--- config.mk ---
export PLATFORM = sky130hd
export DESIGN_NAME = sys_ctrl_regs
export DESIGN_NICKNAME = d
export VERILOG_FILES = /design/src/sys_ctrl_pkg.sv /design/src/region_check.sv /design/src/sys_ctrl_regs.sv
export SDC_FILE = /design/constraint.sdc
export NUM_CORES = 1
export LEC_CHECK = 0
export ABC_AREA = 1
export BUFFER_PORTS_ARGS = -buffer_cell sky130_fd_sc_hd__buf_4
export CORE_MARGIN = 2
export CORE_UTILIZATION = 35
export DETAILED_ROUTE_END_ITERATION = 16
export PLACE_DENSITY = 0.77
export RECOVER_POWER = 50
export SLEW_MARGIN = 5
export SYNTH_ARGS = -nofsm -noshare
export SYNTH_HDL_FRONTEND = slang
export SYNTH_HIERARCHICAL = 1
export SYNTH_SLANG_ARGS = --single-unit
export TNS_END_PERCENT = 30
--- constraint.sdc ---
create_clock -name pclk -period 1.65 [get_ports pclk]
set_input_delay 0.33 -clock pclk [delete_from_list [all_inputs] [get_ports pclk]]
set_output_delay 0.33 -clock pclk [all_outputs]
set_load 0.1 [all_outputs]
--- src/sys_ctrl_pkg.sv ---
// constants and types for the system handler and protection control block
// What this block does
// - stack alignment field reads one; eight-byte alignment on exception entry
// - entry records alignment pad in stacked status bit 9; return restores it
// - unaligned trap field reads one; unaligned accesses raise hard fault
// - supervisor call priority in bits 31:30 of priority two, reset zero
// - tick timer priority in bits 31:30 of priority three, reset zero
// - pendable service priority in bits 23:22 of priority three, reset zero
// - supervisor call pending reads state; write one sets, zero clears
// - instruction region count reads zero
// - data region count reads eight, read only
// - separate maps bit reads zero
// - enable zero means default map for all aligned accesses; one enables protection
// - background map bit ignored while enable is clear
// - enabled, no background map: uncovered access faults
// - enabled with background map: default map for privileged accesses only
// - background acts as region minus one; real regions win
// - fault handler bit zero disables protection in fault and nmi handlers
package sys_ctrl_pkg;
  // ----------------------------------------
  // register offsets
  // ----------------------------------------
  localparam logic [15:0] OFS_CORE_CONFIG = 16'hED14;
  localparam logic [15:0] OFS_PRIO_TWO = 16'hED1C;
  localparam logic [15:0] OFS_PRIO_THREE = 16'hED20;
  localparam logic [15:0] OFS_HANDLER_STATE = 16'hED24;
  localparam logic [15:0] OFS_PROT_TYPE = 16'hED90;
  localparam logic [15:0] OFS_PROT_CTRL = 16'hED94;
  localparam logic [15:0] OFS_IRQ_STATUS = 16'hEDF0;
  localparam logic [15:0] OFS_IRQ_MASK = 16'hEDF4;
  // ----------------------------------------
  // field positions
  // ----------------------------------------
  localparam int STACK_ALIGN_BIT = 9;
  localparam int UNALIGNED_TRAP_BIT = 3;
  localparam int PRIO_HI_LSB = 30;
  localparam int PENDABLE_PRIO_LSB = 22;
  localparam int SVC_PENDING_BIT = 15;
  localparam int DATA_REGION_LSB = 8;
  localparam int INSTR_REGION_LSB = 16;
  localparam int SEPARATE_BIT = 0;
  localparam int PROT_ENABLE_BIT = 0;
  localparam int FAULT_PROT_BIT = 1;
  localparam int BACKGROUND_BIT = 2;
  localparam int STACKED_ALIGN_BIT = 9;
  // ----------------------------------------
  // reset and fixed values
  // ----------------------------------------
  localparam logic [1:0] PRIO_RESET = 2'h0;
  localparam logic [7:0] DATA_REGION_COUNT = 8'h08;
  localparam logic [7:0] INSTR_REGION_COUNT = 8'h00;
  localparam int NUM_REGIONS = 8;
  // interrupt status bits
  localparam int EV_FAULT = 0;
  localparam int EV_SVC_SET = 1;
  localparam int NUM_EVENTS = 2;

  typedef struct packed {
    logic enable;
    logic fault_handler_protection;
    logic background_map_enable;
  } prot_ctrl_s;

  typedef struct packed {
    logic [31:0] addr;
    logic privileged;
    logic unaligned;
    logic in_fault_handler;
  } access_s;

  typedef enum logic [1:0] {
    MAP_DEFAULT,
    MAP_REGION,
    MAP_BACKGROUND,
    MAP_FAULT
  } map_sel_e;
endpackage

--- src/region_check.sv ---
// protection decision for one access
`timescale 1ns/1ps
module region_check #(
  parameter int REGIONS = 8
) (
  input wire sys_ctrl_pkg::prot_ctrl_s ctrl,
  input wire sys_ctrl_pkg::access_s acc,
  input wire logic [REGIONS-1:0] region_hit,
  output logic fault,
  output sys_ctrl_pkg::map_sel_e map_sel
);
  wire any_hit = |region_hit;
  wire prot_on = ctrl.enable &&
    !(acc.in_fault_handler && !ctrl.fault_handler_protection);
  wire bg_ok = ctrl.background_map_enable && acc.privileged;

  always_comb begin
    fault = 1'b0;
    map_sel = sys_ctrl_pkg::MAP_DEFAULT;
    if (acc.unaligned) begin
      fault = 1'b1;
      map_sel = sys_ctrl_pkg::MAP_FAULT;
    end else if (!prot_on) begin
      map_sel = sys_ctrl_pkg::MAP_DEFAULT;
    end else if (any_hit) begin
      map_sel = sys_ctrl_pkg::MAP_REGION;
    end else if (bg_ok) begin
      map_sel = sys_ctrl_pkg::MAP_BACKGROUND;
    end else begin
      fault = 1'b1;
      map_sel = sys_ctrl_pkg::MAP_FAULT;
    end
  end
endmodule

--- src/sys_ctrl_regs.sv ---
// apb register block for system handlers and protection control
//
// Our own choice: register access over APB.
`timescale 1ns/1ps
module sys_ctrl_regs #(
  parameter int REGIONS = 8
) (
  input wire logic pclk,
  input wire logic presetn,
  input wire logic psel,
  input wire logic penable,
  input wire logic pwrite,
  input wire logic [15:0] paddr,
  input wire logic [31:0] pwdata,
  output logic [31:0] prdata,
  output logic pready,
  output logic pslverr,
  input wire sys_ctrl_pkg::access_s acc,
  input wire logic [REGIONS-1:0] region_hit,
  input wire logic svc_taken,
  input wire logic svc_raise,
  input wire logic entry_pad,
  input wire logic exc_return,
  input wire logic stacked_align,
  output logic stacked_pad_bit,
  output logic restore_pad,
  output logic access_fault,
  output sys_ctrl_pkg::map_sel_e map_sel,
  output logic [1:0] svc_handler_priority,
  output logic [1:0] tick_timer_priority,
  output logic [1:0] pendable_service_priority,
  output logic supervisor_call_pending,
  output sys_ctrl_pkg::prot_ctrl_s prot_ctrl,
  output logic irq
);
  // ----------------------------------------
  // bus decode
  // ----------------------------------------
  function automatic logic hit(input logic [15:0] a, input logic [15:0] o);
    return a[15:2] == o[15:2];
  endfunction

  wire wr = psel && penable && pwrite;
  wire rd = psel && penable && !pwrite;
  wire sel_cfg = hit(paddr, sys_ctrl_pkg::OFS_CORE_CONFIG);
  wire sel_p2 = hit(paddr, sys_ctrl_pkg::OFS_PRIO_TWO);
  wire sel_p3 = hit(paddr, sys_ctrl_pkg::OFS_PRIO_THREE);
  wire sel_hs = hit(paddr, sys_ctrl_pkg::OFS_HANDLER_STATE);
  wire sel_ty = hit(paddr, sys_ctrl_pkg::OFS_PROT_TYPE);
  wire sel_pc = hit(paddr, sys_ctrl_pkg::OFS_PROT_CTRL);
  wire sel_st = hit(paddr, sys_ctrl_pkg::OFS_IRQ_STATUS);
  wire sel_mk = hit(paddr, sys_ctrl_pkg::OFS_IRQ_MASK);
  wire mapped = sel_cfg | sel_p2 | sel_p3 | sel_hs | sel_ty | sel_pc |
    sel_st | sel_mk;

  assign pready = 1'b1;
  assign pslverr = psel && penable && !mapped;

  // ----------------------------------------
  // stored fields
  // ----------------------------------------
  logic [sys_ctrl_pkg::NUM_EVENTS-1:0] irq_status;
  logic [sys_ctrl_pkg::NUM_EVENTS-1:0] irq_mask;
  logic fault_q;

  always_ff @(posedge pclk or negedge presetn) begin
    if (!presetn) begin
      svc_handler_priority <= sys_ctrl_pkg::PRIO_RESET;
    end else if (wr && sel_p2) begin
      svc_handler_priority <=
        pwdata[sys_ctrl_pkg::PRIO_HI_LSB +: 2];
    end
  end

  always_ff @(posedge pclk or negedge presetn) begin
    if (!presetn) begin
      tick_timer_priority <= sys_ctrl_pkg::PRIO_RESET;
      pendable_service_priority <= sys_ctrl_pkg::PRIO_RESET;
    end else if (wr && sel_p3) begin
      tick_timer_priority <= pwdata[sys_ctrl_pkg::PRIO_HI_LSB +: 2];
      pendable_service_priority <=
        pwdata[sys_ctrl_pkg::PENDABLE_PRIO_LSB +: 2];
    end
  end

  // pending: hardware raise wins over a clear
  wire sw_svc_write = wr && sel_hs;
  wire sw_svc_val = pwdata[sys_ctrl_pkg::SVC_PENDING_BIT];
  always_ff @(posedge pclk or negedge presetn) begin
    if (!presetn) begin
      supervisor_call_pending <= 1'b0;
    end else if (svc_raise || (sw_svc_write && sw_svc_val)) begin
      supervisor_call_pending <= 1'b1;
    end else if (svc_taken || sw_svc_write) begin
      supervisor_call_pending <= 1'b0;
    end
  end

  // protection control, software owns the bit ordering
  always_ff @(posedge pclk or negedge presetn) begin
    if (!presetn) begin
      prot_ctrl <= '0;
    end else if (wr && sel_pc) begin
      prot_ctrl.enable <= pwdata[sys_ctrl_pkg::PROT_ENABLE_BIT];
      prot_ctrl.fault_handler_protection <=
        pwdata[sys_ctrl_pkg::FAULT_PROT_BIT];
      prot_ctrl.background_map_enable <=
        pwdata[sys_ctrl_pkg::BACKGROUND_BIT];
    end
  end

  always_ff @(posedge pclk or negedge presetn) begin
    if (!presetn) begin
      irq_mask <= '0;
    end else if (wr && sel_mk) begin
      irq_mask <= pwdata[sys_ctrl_pkg::NUM_EVENTS-1:0];
    end
  end

  // ----------------------------------------
  // protection decision
  // ----------------------------------------
  logic fault_c;
  sys_ctrl_pkg::map_sel_e map_c;
  region_check #(.REGIONS(REGIONS)) u_check (
    .ctrl(prot_ctrl),
    .acc(acc),
    .region_hit(region_hit),
    .fault(fault_c),
    .map_sel(map_c)
  );

  // alignment pad recorded on entry, restored on return
  always_ff @(posedge pclk or negedge presetn) begin
    if (!presetn) begin
      access_fault <= 1'b0;
      map_sel <= sys_ctrl_pkg::MAP_DEFAULT;
      stacked_pad_bit <= 1'b0;
      restore_pad <= 1'b0;
    end else begin
      access_fault <= fault_c;
      map_sel <= map_c;
      stacked_pad_bit <= entry_pad;
      restore_pad <= exc_return && stacked_align;
    end
  end

  // ----------------------------------------
  // event status, cleared by read
  // ----------------------------------------
  wire [sys_ctrl_pkg::NUM_EVENTS-1:0] ev;
  assign ev[sys_ctrl_pkg::EV_FAULT] = fault_c && !fault_q;
  assign ev[sys_ctrl_pkg::EV_SVC_SET] = svc_raise;
  wire st_read = rd && sel_st;

  always_ff @(posedge pclk or negedge presetn) begin
    if (!presetn) begin
      fault_q <= 1'b0;
    end else begin
      fault_q <= fault_c;
    end
  end

  // new events win over the read clear
  // only bits the read returned are cleared, so an event that lands on
  // the setup edge, after the snapshot, is kept for the next read
  generate
    for (genvar i = 0; i < sys_ctrl_pkg::NUM_EVENTS; i++) begin : g_ev
      always_ff @(posedge pclk or negedge presetn) begin
        if (!presetn) begin
          irq_status[i] <= 1'b0;
        end else if (ev[i]) begin
          irq_status[i] <= 1'b1;
        end else if (st_read && prdata[i]) begin
          irq_status[i] <= 1'b0;
        end
      end
    end
  endgenerate

  assign irq = |(irq_status & irq_mask);

  // ----------------------------------------
  // read mux
  // ----------------------------------------
  logic [31:0] next_rdata;
  always_comb begin
    next_rdata = '0;
    if (sel_cfg) begin
      next_rdata[sys_ctrl_pkg::STACK_ALIGN_BIT] = 1'b1;
      next_rdata[sys_ctrl_pkg::UNALIGNED_TRAP_BIT] = 1'b1;
    end
    if (sel_p2) begin
      next_rdata[sys_ctrl_pkg::PRIO_HI_LSB +: 2] = svc_handler_priority;
    end
    if (sel_p3) begin
      next_rdata[sys_ctrl_pkg::PRIO_HI_LSB +: 2] = tick_timer_priority;
      next_rdata[sys_ctrl_pkg::PENDABLE_PRIO_LSB +: 2] =
        pendable_service_priority;
    end
    if (sel_hs) begin
      next_rdata[sys_ctrl_pkg::SVC_PENDING_BIT] = supervisor_call_pending;
    end
    if (sel_ty) begin
      next_rdata[sys_ctrl_pkg::INSTR_REGION_LSB +: 8] =
        sys_ctrl_pkg::INSTR_REGION_COUNT;
      next_rdata[sys_ctrl_pkg::DATA_REGION_LSB +: 8] =
        sys_ctrl_pkg::DATA_REGION_COUNT;
      next_rdata[sys_ctrl_pkg::SEPARATE_BIT] = 1'b0;
    end
    if (sel_pc) begin
      next_rdata[sys_ctrl_pkg::PROT_ENABLE_BIT] = prot_ctrl.enable;
      next_rdata[sys_ctrl_pkg::FAULT_PROT_BIT] =
        prot_ctrl.fault_handler_protection;
      next_rdata[sys_ctrl_pkg::BACKGROUND_BIT] =
        prot_ctrl.background_map_enable;
    end
    if (sel_st) begin
      next_rdata[sys_ctrl_pkg::NUM_EVENTS-1:0] = irq_status;
    end
    if (sel_mk) begin
      next_rdata[sys_ctrl_pkg::NUM_EVENTS-1:0] = irq_mask;
    end
  end

  // read data registered at setup so it stands through access
  always_ff @(posedge pclk or negedge presetn) begin
    if (!presetn) begin
      prdata <= '0;
    end else if (psel && !penable && !pwrite) begin
      prdata <= next_rdata;
    end
  end
endmodule

==> out/qor.csv, run 1 <==
stage;metric;value;unit
yosys;post-synthesis xor/xnor area fraction;0;
placed_design;placed cells;413;
setup_path;Worst Path Max Fanout;4;
route;DR pass1 iterations;4;
setup_path;WP depth;9;
route;Residual DRC;0;
cells_and_area;layout cells sized above 1;0.360;
clocking;CTS sink count;30;
setup_path;Critical Path AT;1.26;ns
route;Routed Antenna Nets;0;
setup_path;crit path cell chain;buf_4 > nand2_1 > inv_2 > nand3_4 > nor2_1 > nor2_1 > nand3_2 > nor2_4 > buf_12;
cells_and_area;post-layout util;0.526;
pwr;Leakage;1.53;nW
route;Detailed Route Iter0 Violations;76;
timing;Worst Skew;0.00444;ns
route;final WL;4530;µm
global_routing;antenna violations before repair;0;
min_path;Hold Path Cell Cnt;1;
global_routing;first-pass GRT wire length;7510;µm
route;Top Metal Used;met4;
route;metal2 WL;2410;µm
yosys;sequential area share after synthesis;0.394;
placed_design;DP HPWL;3760;µm
global_routing;number of global-route vias before repair;1741;
global_routing;largest net degree at the start of global routing;31;
min_path;Hold WC Path Type;primary input to flip-flop;
setup_path;most frequent CP cell;nor2_1;
clocking;CTS Buf Count;5;
die;Initial Util;0.368;
clocking;CTS Buffer Depth;2;
setup_path;number of buffers and inverters on the critical path;3;
route;drt via density;4.40;
status;status;finished clean;
setup_path;R2R depth;5;
timing;Final Hold Fails;0;
yosys;largest family of logic cells by synthesized area;simple AND/OR/NAND/NOR gates;
job;number of max-cap violations;0;
setup_path;R2R Setup Slk;0.52;ns
clocking;Worst-Skew Late Latency;0.28;ns
die;row cnt;26;
timing;worst-margin pin slew;0.710;ns
min_path;min-delay src;entry_pad;
pwr;Max rail drop VDD;0.401;mV
timing;part of the cycle the worst path needs;0.965;
timing;max_slew headroom;0.527;
yosys;post-synthesis mux area share;0;
setup_path;largest stage delay on the critical path;0.18;ns
yosys;share of the synthesized area in the top cell type;0.394;
setup_path;crit path from;paddr[14];
timing;Setup violations, final;0;
yosys;Post-Synth Adder-Cell Area;0;
cells_and_area;Area growth, synth to finish;42.9;%
pwr;pwr/cell area;729;nW/µm²
route;met1 wire length;1810;µm
cells_and_area;non-filler cells, final;423;
die;I/O Pins;151;
min_path;Min-Delay Endpoint;stacked_pad_bit;
die;DIE AREA;6050;µm²
yosys;Synth area leaders;dfrtp_1 39%, nand2_1 17%, buf_4 9.1%;
yosys;Compound-Gate Fraction of Synth Area;0.0604;
yosys;synthesized flop and latch total;30;
cells_and_area;Ant. Diodes;0;
setup_path;Worst EP required;1.32;ns
timing;fmax;628;MHz
timing;Final Max Tran Viols;0;
global_routing;Total Routing Usage GR;0.156;
yosys;syn avg cell area;7.33;µm²
cells_and_area;Layout fillers;492;
yosys;Synth Cell Area;1910;µm²
route;Via Count;1861;
setup_path;Crit. End Element;primary output;
placed_design;GPL Wtd Cong;0.839;
yosys;Synth Instances;260;
clocking;CTS root buf;clkbuf_8;
setup_path;Slowest-stage cell, CP;buf_12;
route;wire length on met3;301;µm
die;core area;5170;µm²
setup_path;R2R Path Start;prot_ctrl[2];
timing;Min Hold Slack;0.175;ns
route;WL/cell;10.7;µm
cells_and_area;Final nets;453;
timing;RSZ-0062 raised after global routing;no;
clocking;CTS tree;yes;
clocking;htree depth;2;
die;Die H;77.8;µm
global_routing;total gr overflow;0;
clocking;clk slew on worst S/H paths;0.06;ns
setup_path;WS Path Type;primary input to primary output;
placed_design;PortBufs;70;
timing;final worst path period need;1.59;ns
yosys;Synthesis Warnings;6;
die;die width;77.8;µm
setup_path;Crit path max-delay family;simple AND/OR/NAND/NOR gates;
timing;TNS Setup;0;ns
setup_path;Worst Setup Start Kind;primary input;
yosys;post-synthesis cell type count;27;
yosys;Simple-Gate Fraction of Synth Area;0.385;
yosys;largest area contributor in the netlist;dfrtp_1;
setup_path;worst r2r dst;irq_status[0];
worst register-to-register path, delay by kind of cell, from the launching register on:
kind	cells	cell delay (ns)
AOI/OAI and AO/OA	1	0.35
DFF	1	0.40
and+or+nand+nor	4	0.33
stage by stage:
step | worst slack [ns] | power (W) | cell area, µm²
2_1_floorplan | -0.0334 | 0.00116 | 2020
3_3_place_gp | -0.109 | 0.00127 | 2580
3_5_place_dp | -0.141 | 0.00128 | 2580
4_1_cts | 0.00535 | 0.00200 | 2720
5_1_grt | 0.00671 | 0.00206 | 2720
6_report | 0.0584 | 0.00199 | 2720
report_power, final:
group	leakage (nW)	switching, W	total, W	internal [W]
clock network	0.0579	0.000271	0.000715	0.000444
logic	1.08	0.000401	0.000523	0.000121
registers	0.390	0.00000397	0.000748	0.000744
total	1.53	0.000677	0.00199	0.00131
what timing repair did:
item / in CTS / in global routing
setup buffers: 0 / 1
resized for setup: 5 / 7
setup endpoints to repair: 1 / 1
pin swaps: 0 / 4
gates cloned: 0 / 0
hold endpoints to repair: 30 / 0
hold buffers: 1 / 0
routing by layer:
| metal | vias up | GRT usage |
|---|---|---|
| met5 | - | 0 |
| met3 | 2 | 0.0523 |
| li1 | 948 | - |
| met4 | 0 | 0.0321 |
| met2 | 58 | 0.283 |
| met1 | 853 | 0.176 |
placed cells by master, fill, tap and decap left out:
cell type	instances
buf_4	83
nand2_1	82
dfrtp_1	30
inv_1	26
nand3_1	23
conb_1	22
nor2_1	20
nor2_4	8
o21ai_0	8
nor2_2	6
o21ai_1	5
clkbuf_8	5
inv_2	4
nand2_2	3
nand3_4	2
nand3_2	2
nand4_1	2
clkinv_2	2
clkbuf_4	2
clkbuf_1	2
nand2_8	1
inv_4	1
o211ai_1	1
nor3_1	1
o21ai_2	1
a22o_1	1
nor3_2	1
nand2_4	1
nor2_8	1
o31ai_2	1
bufinv_16	1
dlygate4sd3_1	1
clkbuf_2	1
buf_12	1
a21boi_0	1
a21oi_1	1
logic make-up (layout without fill, tap and decap cells):
| logic type | after synthesis | in the layout |
|---|---|---|
| compound gates | 19 | 19 |
| flops | 30 | 30 |
| simple gates | 153 | 153 |
| other cells | 2 | 22 |
| buf+inv | 56 | 129 |
state kept, by name, summed over array words and instances, names as in the netlist, 2 cells and up:
register	flops
irq_mask	2
irq_status	2
map_sel	2
pendable_service_priority	2
prdata	11
prot_ctrl	3
svc_handler_priority	2
tick_timer_priority	2
final cells by class:
cell class | instances | area, µm² | share of cell area
Multi-Input combinational cell | 194 | 976 | 0.358
Sequential cell | 30 | 751 | 0.276
Timing Repair Buffer | 90 | 681 | 0.250
Inverter | 31 | 119 | 0.0437
Tap cell | 70 | 87.6 | 0.0322
Clock buffer | 5 | 68.8 | 0.0253
Clock inverter | 3 | 40.0 | 0.0147
worst max-delay path by stage:
stage,end,slack (ns)
final,pslverr,0.06
after global routing,pslverr,0.007
after CTS,pslverr,0.005
after detailed placement,pslverr,-0.14
after global placement,pslverr,-0.11
after floorplan,pslverr,-0.03
cells in the mapped netlist (all sizes together):
cell and count:
nand2 87, clkbuf 1, o31ai 1, conb 2
dfrtp 30, nor2 35, a21boi 1, a22o 1
a21oi 1, nor3 2, o21ai 14, nand4 2
inv 31, o211ai 1, buf 24, nand3 27
(Power assumes the default switching activity.)
==> inputs of run 2 (changes only) <==
--- a/config.mk
+++ b/config.mk
@@ -12,6 +12,7 @@
 export DETAILED_ROUTE_END_ITERATION = 16
 export PLACE_DENSITY = 0.77
 export RECOVER_POWER = 50
+export REMOVE_ABC_BUFFERS = 1
 export SLEW_MARGIN = 5
 export SYNTH_ARGS = -nofsm -noshare
 export SYNTH_HDL_FRONTEND = slang
==> run 2 against run 1 <==
Against the previous run: sequential cell count did not move; critical endpoint unchanged; largest cell class unchanged; core utilization fell by 1.5 points; non-clock buffer count fell by 6; first-iteration DRC count rose by 46%; final cell count fell by 1.7%; final area fell by 2.9%; power fell by 9.4%; critical path depth did not move; die area did not move; combinational power fell by 2%; register-to-register slack got worse by 0.05 ns; clock power fell by 25%.
==> out/qor.csv, run 2 (synthesis results as in run 1) <==
stage;metric;value;unit;change
cells_and_area;post-layout util;0.511;;-0.0155
route;final WL;4720;µm;+4.2%
timing;Worst Skew;0.00206;ns;-0.00238 ns
route;drt via density;4.40;;about the same
clocking;htree depth;2;;unchanged
clocking;CTS tree;yes;;
cells_and_area;Ant. Diodes;0;;unchanged
timing;worst-margin pin slew;0.726;ns;+0.0156 ns
global_routing;Total Routing Usage GR;0.157;;+0.000894
route;WL/cell;11.4;µm;+6.0%
setup_path;WS Path Type;primary input to primary output;;
timing;Min Hold Slack;0.184;ns;+0.00832 ns
pwr;Leakage;1.48;nW;-3.1%
cells_and_area;commonest non-fill, non-tap cell in the layout;nand2_1;;
pwr;Max rail drop VDD;0.511;mV;+27%
cells_and_area;top flop regs;prdata (11), prot_ctrl (3);;
cells_and_area;flip-flop count of the largest register after layout;11;;unchanged
job;number of max-cap violations;0;;unchanged
timing;fmax;621;MHz;-1.1%
min_path;min-delay src;entry_pad;;
global_routing;total gr overflow;0;;unchanged
die;DIE AREA;6050;µm²;unchanged
die;row cnt;26;;unchanged
die;Die H;77.8;µm;unchanged
setup_path;Slowest-stage cell, CP;buf_12;;
timing;Final Max Tran Viols;0;;unchanged
timing;Final Hold Fails;0;;unchanged
cells_and_area;Largest Register;prdata;;
setup_path;crit path cell chain;buf_4 > nand2_2 > inv_2 > nand3_4 > nor2_1 > o211ai_1 > nand2_1 > nor2_2 > buf_12;;
clocking;CTS root buf;clkbuf_8;;
cells_and_area;most frequent cells in the layout;81 x nand2_1, 78 x buf_4, 30 x dfrtp_1;;
setup_path;largest stage delay on the critical path;0.19;ns;about the same
setup_path;Worst Setup Start Kind;primary input;;
timing;part of the cycle the worst path needs;0.975;;+0.0106
timing;max_slew headroom;0.516;;-0.0104
setup_path;Critical Path AT;1.28;ns;+0.02 ns
route;Routed Antenna Nets;0;;unchanged
pwr;pwr/cell area;681;nW/µm²;-6.6%
placed_design;DP HPWL;3750;µm;-0.27%
global_routing;antenna violations before repair;0;;unchanged
setup_path;number of buffers and inverters on the critical path;3;;unchanged
clocking;CTS Buf Count;5;;unchanged
route;DR pass1 iterations;4;;unchanged
setup_path;Crit path max-delay family;simple AND/OR/NAND/NOR gates;;
die;I/O Pins;151;;unchanged
min_path;Hold WC Path Type;primary input to flip-flop;;
global_routing;first-pass GRT wire length;7620;µm;+1.5%
die;Initial Util;0.368;;unchanged
placed_design;PortBufs;70;;unchanged
cells_and_area;Final nets;447;;-1.3%
die;die width;77.8;µm;unchanged
clocking;CTS sink count;30;;unchanged
timing;Setup violations, final;0;;unchanged
placed_design;Post-DP Area;2500;µm²;-3.1%
clocking;clk slew on worst S/H paths;0.06;ns;about the same
clocking;Worst-Skew Late Latency;0.28;ns;about the same
timing;TNS Setup;0;ns;unchanged
status;status;finished clean;;
setup_path;Crit. End Element;primary output;;
timing;final worst path period need;1.61;ns;+0.0175 ns
setup_path;Worst EP required;1.32;ns;about the same
cells_and_area;layout cells sized above 1;0.353;;-0.00717
clocking;CTS Buffer Depth;2;;unchanged
route;Detailed Route Iter0 Violations;111;;+46%
cells_and_area;Area growth, synth to finish;38.7;%;
global_routing;number of global-route vias before repair;1737;;-0.23%
route;Via Count;1830;;-1.7%
global_routing;largest net degree at the start of global routing;31;;unchanged
die;core area;5170;µm²;unchanged
pwr;Total Power;0.00180;W;-9.4%
cells_and_area;Design Area, Final;2640;µm²;-2.9%
setup_path;Worst Path Max Fanout;4;;unchanged
placed_design;GPL Wtd Cong;0.821;;-2.2%
setup_path;R2R Path Start;prot_ctrl[1];;
route;Residual DRC;0;;unchanged
setup_path;crit path from;paddr[14];;
## run 2: changes by cell type in the layout (fill, tap and decap cells not counted), moves of 2 or more
cell and delta:
buf_4 -5, clkinv_2 -2, inv_2 +2, nand2_2 +2, o21ai_1 +2
## run 2: repair_timing
item	CTS	global route
setup endpoints to repair	1	1
pin swaps	1	5
hold buffers	1	0
gates cloned	0	0
buffers inserted	0	1
hold endpoints to repair	30	0
resized for setup	2	16
## run 2: routing by layer
layer | global-route usage | part of all wire | up-vias | wire (µm)
li1 | - | - | 931 | -
met1 | 0.205 | 0.44 | 826 | 2090
met2 | 0.254 | 0.47 | 67 | 2240
met3 | 0.0395 | 0.076 | 6 | 357
met4 | 0.0482 | 0.0080 | 0 | 38
met5 | 0 | 0 | - | 0
## run 2: path summary, 6_finish.rpt
path	to	slack, ns	depth (start not counted)
worst max-delay path	pslverr	0.04	9
worst min-delay path	stacked_pad_bit	0.18	1
worst max register to register	irq_status[0]	0.47	6
worst min register to register	prdata[31]	0.48	2
max in group asynchronous	prdata[31]	0.55	2
min in group asynchronous	restore_pad	0.64	2
## run 2: metrics by stage
stage,worst slack [ns],std cells
after global routing,-0.0230,416
after global placement,-0.0431,407
final,0.0409,416
after detailed placement,-0.0273,407
after CTS,0.0120,415
after floorplan,-0.713,255
## run 2: area by class of cell
cell class	count	area, µm²
clock buffers	7	76.3
fillers	511	2530
inverters	31	116
multi-input cells	194	968
flip-flops and latches	30	751
well taps	70	87.6
repair buffers	84	643
## run 2: power breakdown
part,switching (W),total (W),leakage (nW),internal [W]
Combinational,0.000401,0.000514,1.05,0.000113
Clock,0.000248,0.000538,0.0383,0.000289
Sequential,0.00000333,0.000747,0.390,0.000744
## run 2: worst reg2reg max path, cell delays in order, from the launching register on
cell	delay, ns
dfrtp_1	0.39
inv_1	0.05
a21boi_0	0.36
nand3_1	0.12
nand2_1	0.09
nand2_1	0.05
nand2_1	0.05
==> inputs of run 3 (changes only) <==
--- a/config.mk
+++ b/config.mk
@@ -13,6 +13,7 @@
 export PLACE_DENSITY = 0.77
 export RECOVER_POWER = 50
 export REMOVE_ABC_BUFFERS = 1
+export SKIP_CTS_REPAIR_TIMING = 1
 export SLEW_MARGIN = 5
 export SYNTH_ARGS = -nofsm -noshare
 export SYNTH_HDL_FRONTEND = slang
==> constraint.sdc (replaced) <==
create_clock -name pclk -period 1.65 [get_ports pclk]
set_input_delay 0 -clock pclk [delete_from_list [all_inputs] [get_ports pclk]]
set_output_delay 0 -clock pclk [all_outputs]
set_load 0.1 [all_outputs]
==> run 3 against run 2 <==
Against the previous run: worst setup slack gained 0.42 ns; global-route usage shrank 0.84 points; sequential share of layout area grew 0.26 points; largest cell class unchanged; highest routed layer unchanged.
==> out/qor.csv, run 3 (synthesis results as in run 1) <==
stage;metric;value;unit;change
global_routing;first-pass GRT wire length;7190;µm;-5.7%
global_routing;total gr overflow;0;;unchanged
die;I/O Pins;151;;unchanged
global_routing;Total Routing Usage GR;0.148;;-0.00842
timing;worst-margin pin slew;0.726;ns;+0.000944 ns
global_routing;antenna violations before repair;0;;unchanged
cells_and_area;Final nets;448;;+0.22%
timing;post-route worst setup slack;0.464;ns;+0.423 ns
die;Initial Util;0.368;;unchanged
timing;max_slew headroom;0.516;;-0.000629
cells_and_area;Design Area, Final;2620;µm²;-0.90%
route;Residual DRC;0;;unchanged
setup_path;crit path from;paddr[9];;
pwr;pwr/cell area;694;nW/µm²;+1.9%
global_routing;largest net degree at the start of global routing;31;;unchanged
setup_path;Critical Path AT;1.19;ns;-0.09 ns
clocking;htree depth;2;;unchanged
clocking;CTS Buf Count;5;;unchanged
route;WL/cell;10.9;µm;-4.2%
clocking;clk slew on worst S/H paths;0.05;ns;about the same
pwr;Leakage;1.47;nW;-0.50%
timing;Setup violations, final;0;;unchanged
global_routing;number of global-route vias before repair;1610;;-7.3%
die;Die H;77.8;µm;unchanged
placed_design;dpl ws;0.459;ns;+0.486 ns
timing;Min Hold Slack;0.00648;ns;-0.177 ns
timing;TNS Setup;0;ns;unchanged
cells_and_area;Area growth, synth to finish;37.4;%;
placed_design;Post-DP Area;2420;µm²;-3.3%
status;status;finished clean;;
timing;Final Hold Fails;0;;unchanged
route;Via Count;1836;;+0.33%
cells_and_area;Multi-input gate area;915;µm²;-5.6%
timing;final worst path period need;1.19;ns;-0.423 ns
clocking;Worst-Skew Late Latency;0.27;ns;about the same
die;die width;77.8;µm;unchanged
cells_and_area;top flop regs;prdata (11), prot_ctrl (3);;
cells_and_area;Largest Register;prdata;;
setup_path;WS Path Type;primary input to primary output;;
clocking;CTS tree;yes;;
pwr;Max rail drop VDD;0.494;mV;-3.3%
clocking;CTS root buf;clkbuf_8;;
pwr;Total Power;0.00182;W;+0.99%
route;drt via density;4.41;;+0.33%
route;DR pass1 iterations;4;;unchanged
setup_path;R2R Setup Slk;0.64;ns;+0.17 ns
placed_design;GPL Wtd Cong;0.820;;about the same
timing;Final Max Tran Viols;0;;unchanged
route;final WL;4520;µm;-4.2%
cells_and_area;Layout fillers;520;;+1.8%
cells_and_area;commonest non-fill, non-tap cell in the layout;nand2_1;;
setup_path;Worst EP required;1.65;ns;+0.33 ns
route;Routed Antenna Nets;0;;unchanged
setup_path;Worst Setup EP;pslverr;;
die;core area;5170;µm²;unchanged
cells_and_area;Storage cell area;751;µm²;unchanged
timing;Worst Skew;0.00206;ns;+0.00000100 ns
cells_and_area;flip-flop count of the largest register after layout;11;;unchanged
die;DIE AREA;6050;µm²;unchanged
setup_path;R2R depth;6;;unchanged
setup_path;R2R Path Start;prot_ctrl[1];;
setup_path;Worst Path Max Fanout;6;;+2
placed_design;PortBufs;70;;unchanged
setup_path;worst r2r dst;irq_status[0];;
job;number of max-cap violations;0;;unchanged
timing;fmax;843;MHz;+36%
route;Detailed Route Iter0 Violations;85;;-23%
clocking;CTS Buffer Depth;2;;unchanged
setup_path;Crit. End Element;primary output;;
min_path;Hold WC Path Type;primary input to flip-flop;;
timing;RSZ-0062 raised after global routing;no;;
timing;part of the cycle the worst path needs;0.719;;-0.256
clocking;CTS sink count;30;;unchanged
cells_and_area;most frequent cells in the layout;84 x nand2_1, 66 x buf_4, 30 x dfrtp_1;;
die;row cnt;26;;unchanged
cells_and_area;layout cells sized above 1;0.280;;-0.0723
cells_and_area;Ant. Diodes;0;;unchanged
setup_path;Worst Setup Start Kind;primary input;;
placed_design;DP HPWL;3590;µm;-4.2%
-- run 3: changes by cell type in the layout (fill, tap and decap cells not counted), moves of 2 or more --
cell	delta
buf_4	-12
dlygate4sd3_1	+13
inv_1	+3
inv_2	-3
nand2_1	+3
nand2_2	-3
nor2_1	+5
nor2_2	-2
nor2_4	-3
-- run 3: layer usage --
layer	wire length [µm]	GRT usage
met5	0	0
met4	61	0.0429
met3	342	0.0360
met2	2130	0.241
met1	1990	0.196
-- run 3: report_power, final --
group          internal [W]  total, W  switching [W]
combinational      0.000117  0.000509       0.000392
clock              0.000320  0.000561       0.000240
sequential         0.000744  0.000748     0.00000350
total               0.00118   0.00182       0.000636
-- run 3: how the worst min path moves through the flow --
stage | start | end | slack [ns] | cells after the start
after floorplan | presetn | fault_q | -0.30 | 0
after global placement | presetn | restore_pad | -0.06 | 1
after detailed placement | presetn | restore_pad | -0.05 | 1
after CTS | presetn | restore_pad | -0.35 | 1
after global routing | svc_taken | supervisor_call_pending | 0.03 | 4
final | svc_taken | supervisor_call_pending | 0.006 | 4
-- run 3: through the flow --
stage | std cells | util
floorplan | 255 | -
global placement | 396 | 0.468
detailed placement | 396 | 0.468
CTS | 402 | 0.484
global route | 416 | 0.506
finish | 416 | 0.506
-- run 3: cell type report --
class,count,share of cell area
multi-input cells,194,0.349
well taps,70,0.0334
inverters,31,0.0444
clock buffers,6,0.0315
repair buffers,85,0.255
flip-flops and latches,30,0.287
-- run 3: worst max-delay path: stages --
cell	delay, ns
clkbuf_4	0.12
nor2_1	0.26
nand3_4	0.17
nor2_4	0.18
o21ai_0	0.10
nand3_1	0.08
nor2_1	0.05
buf_4	0.22
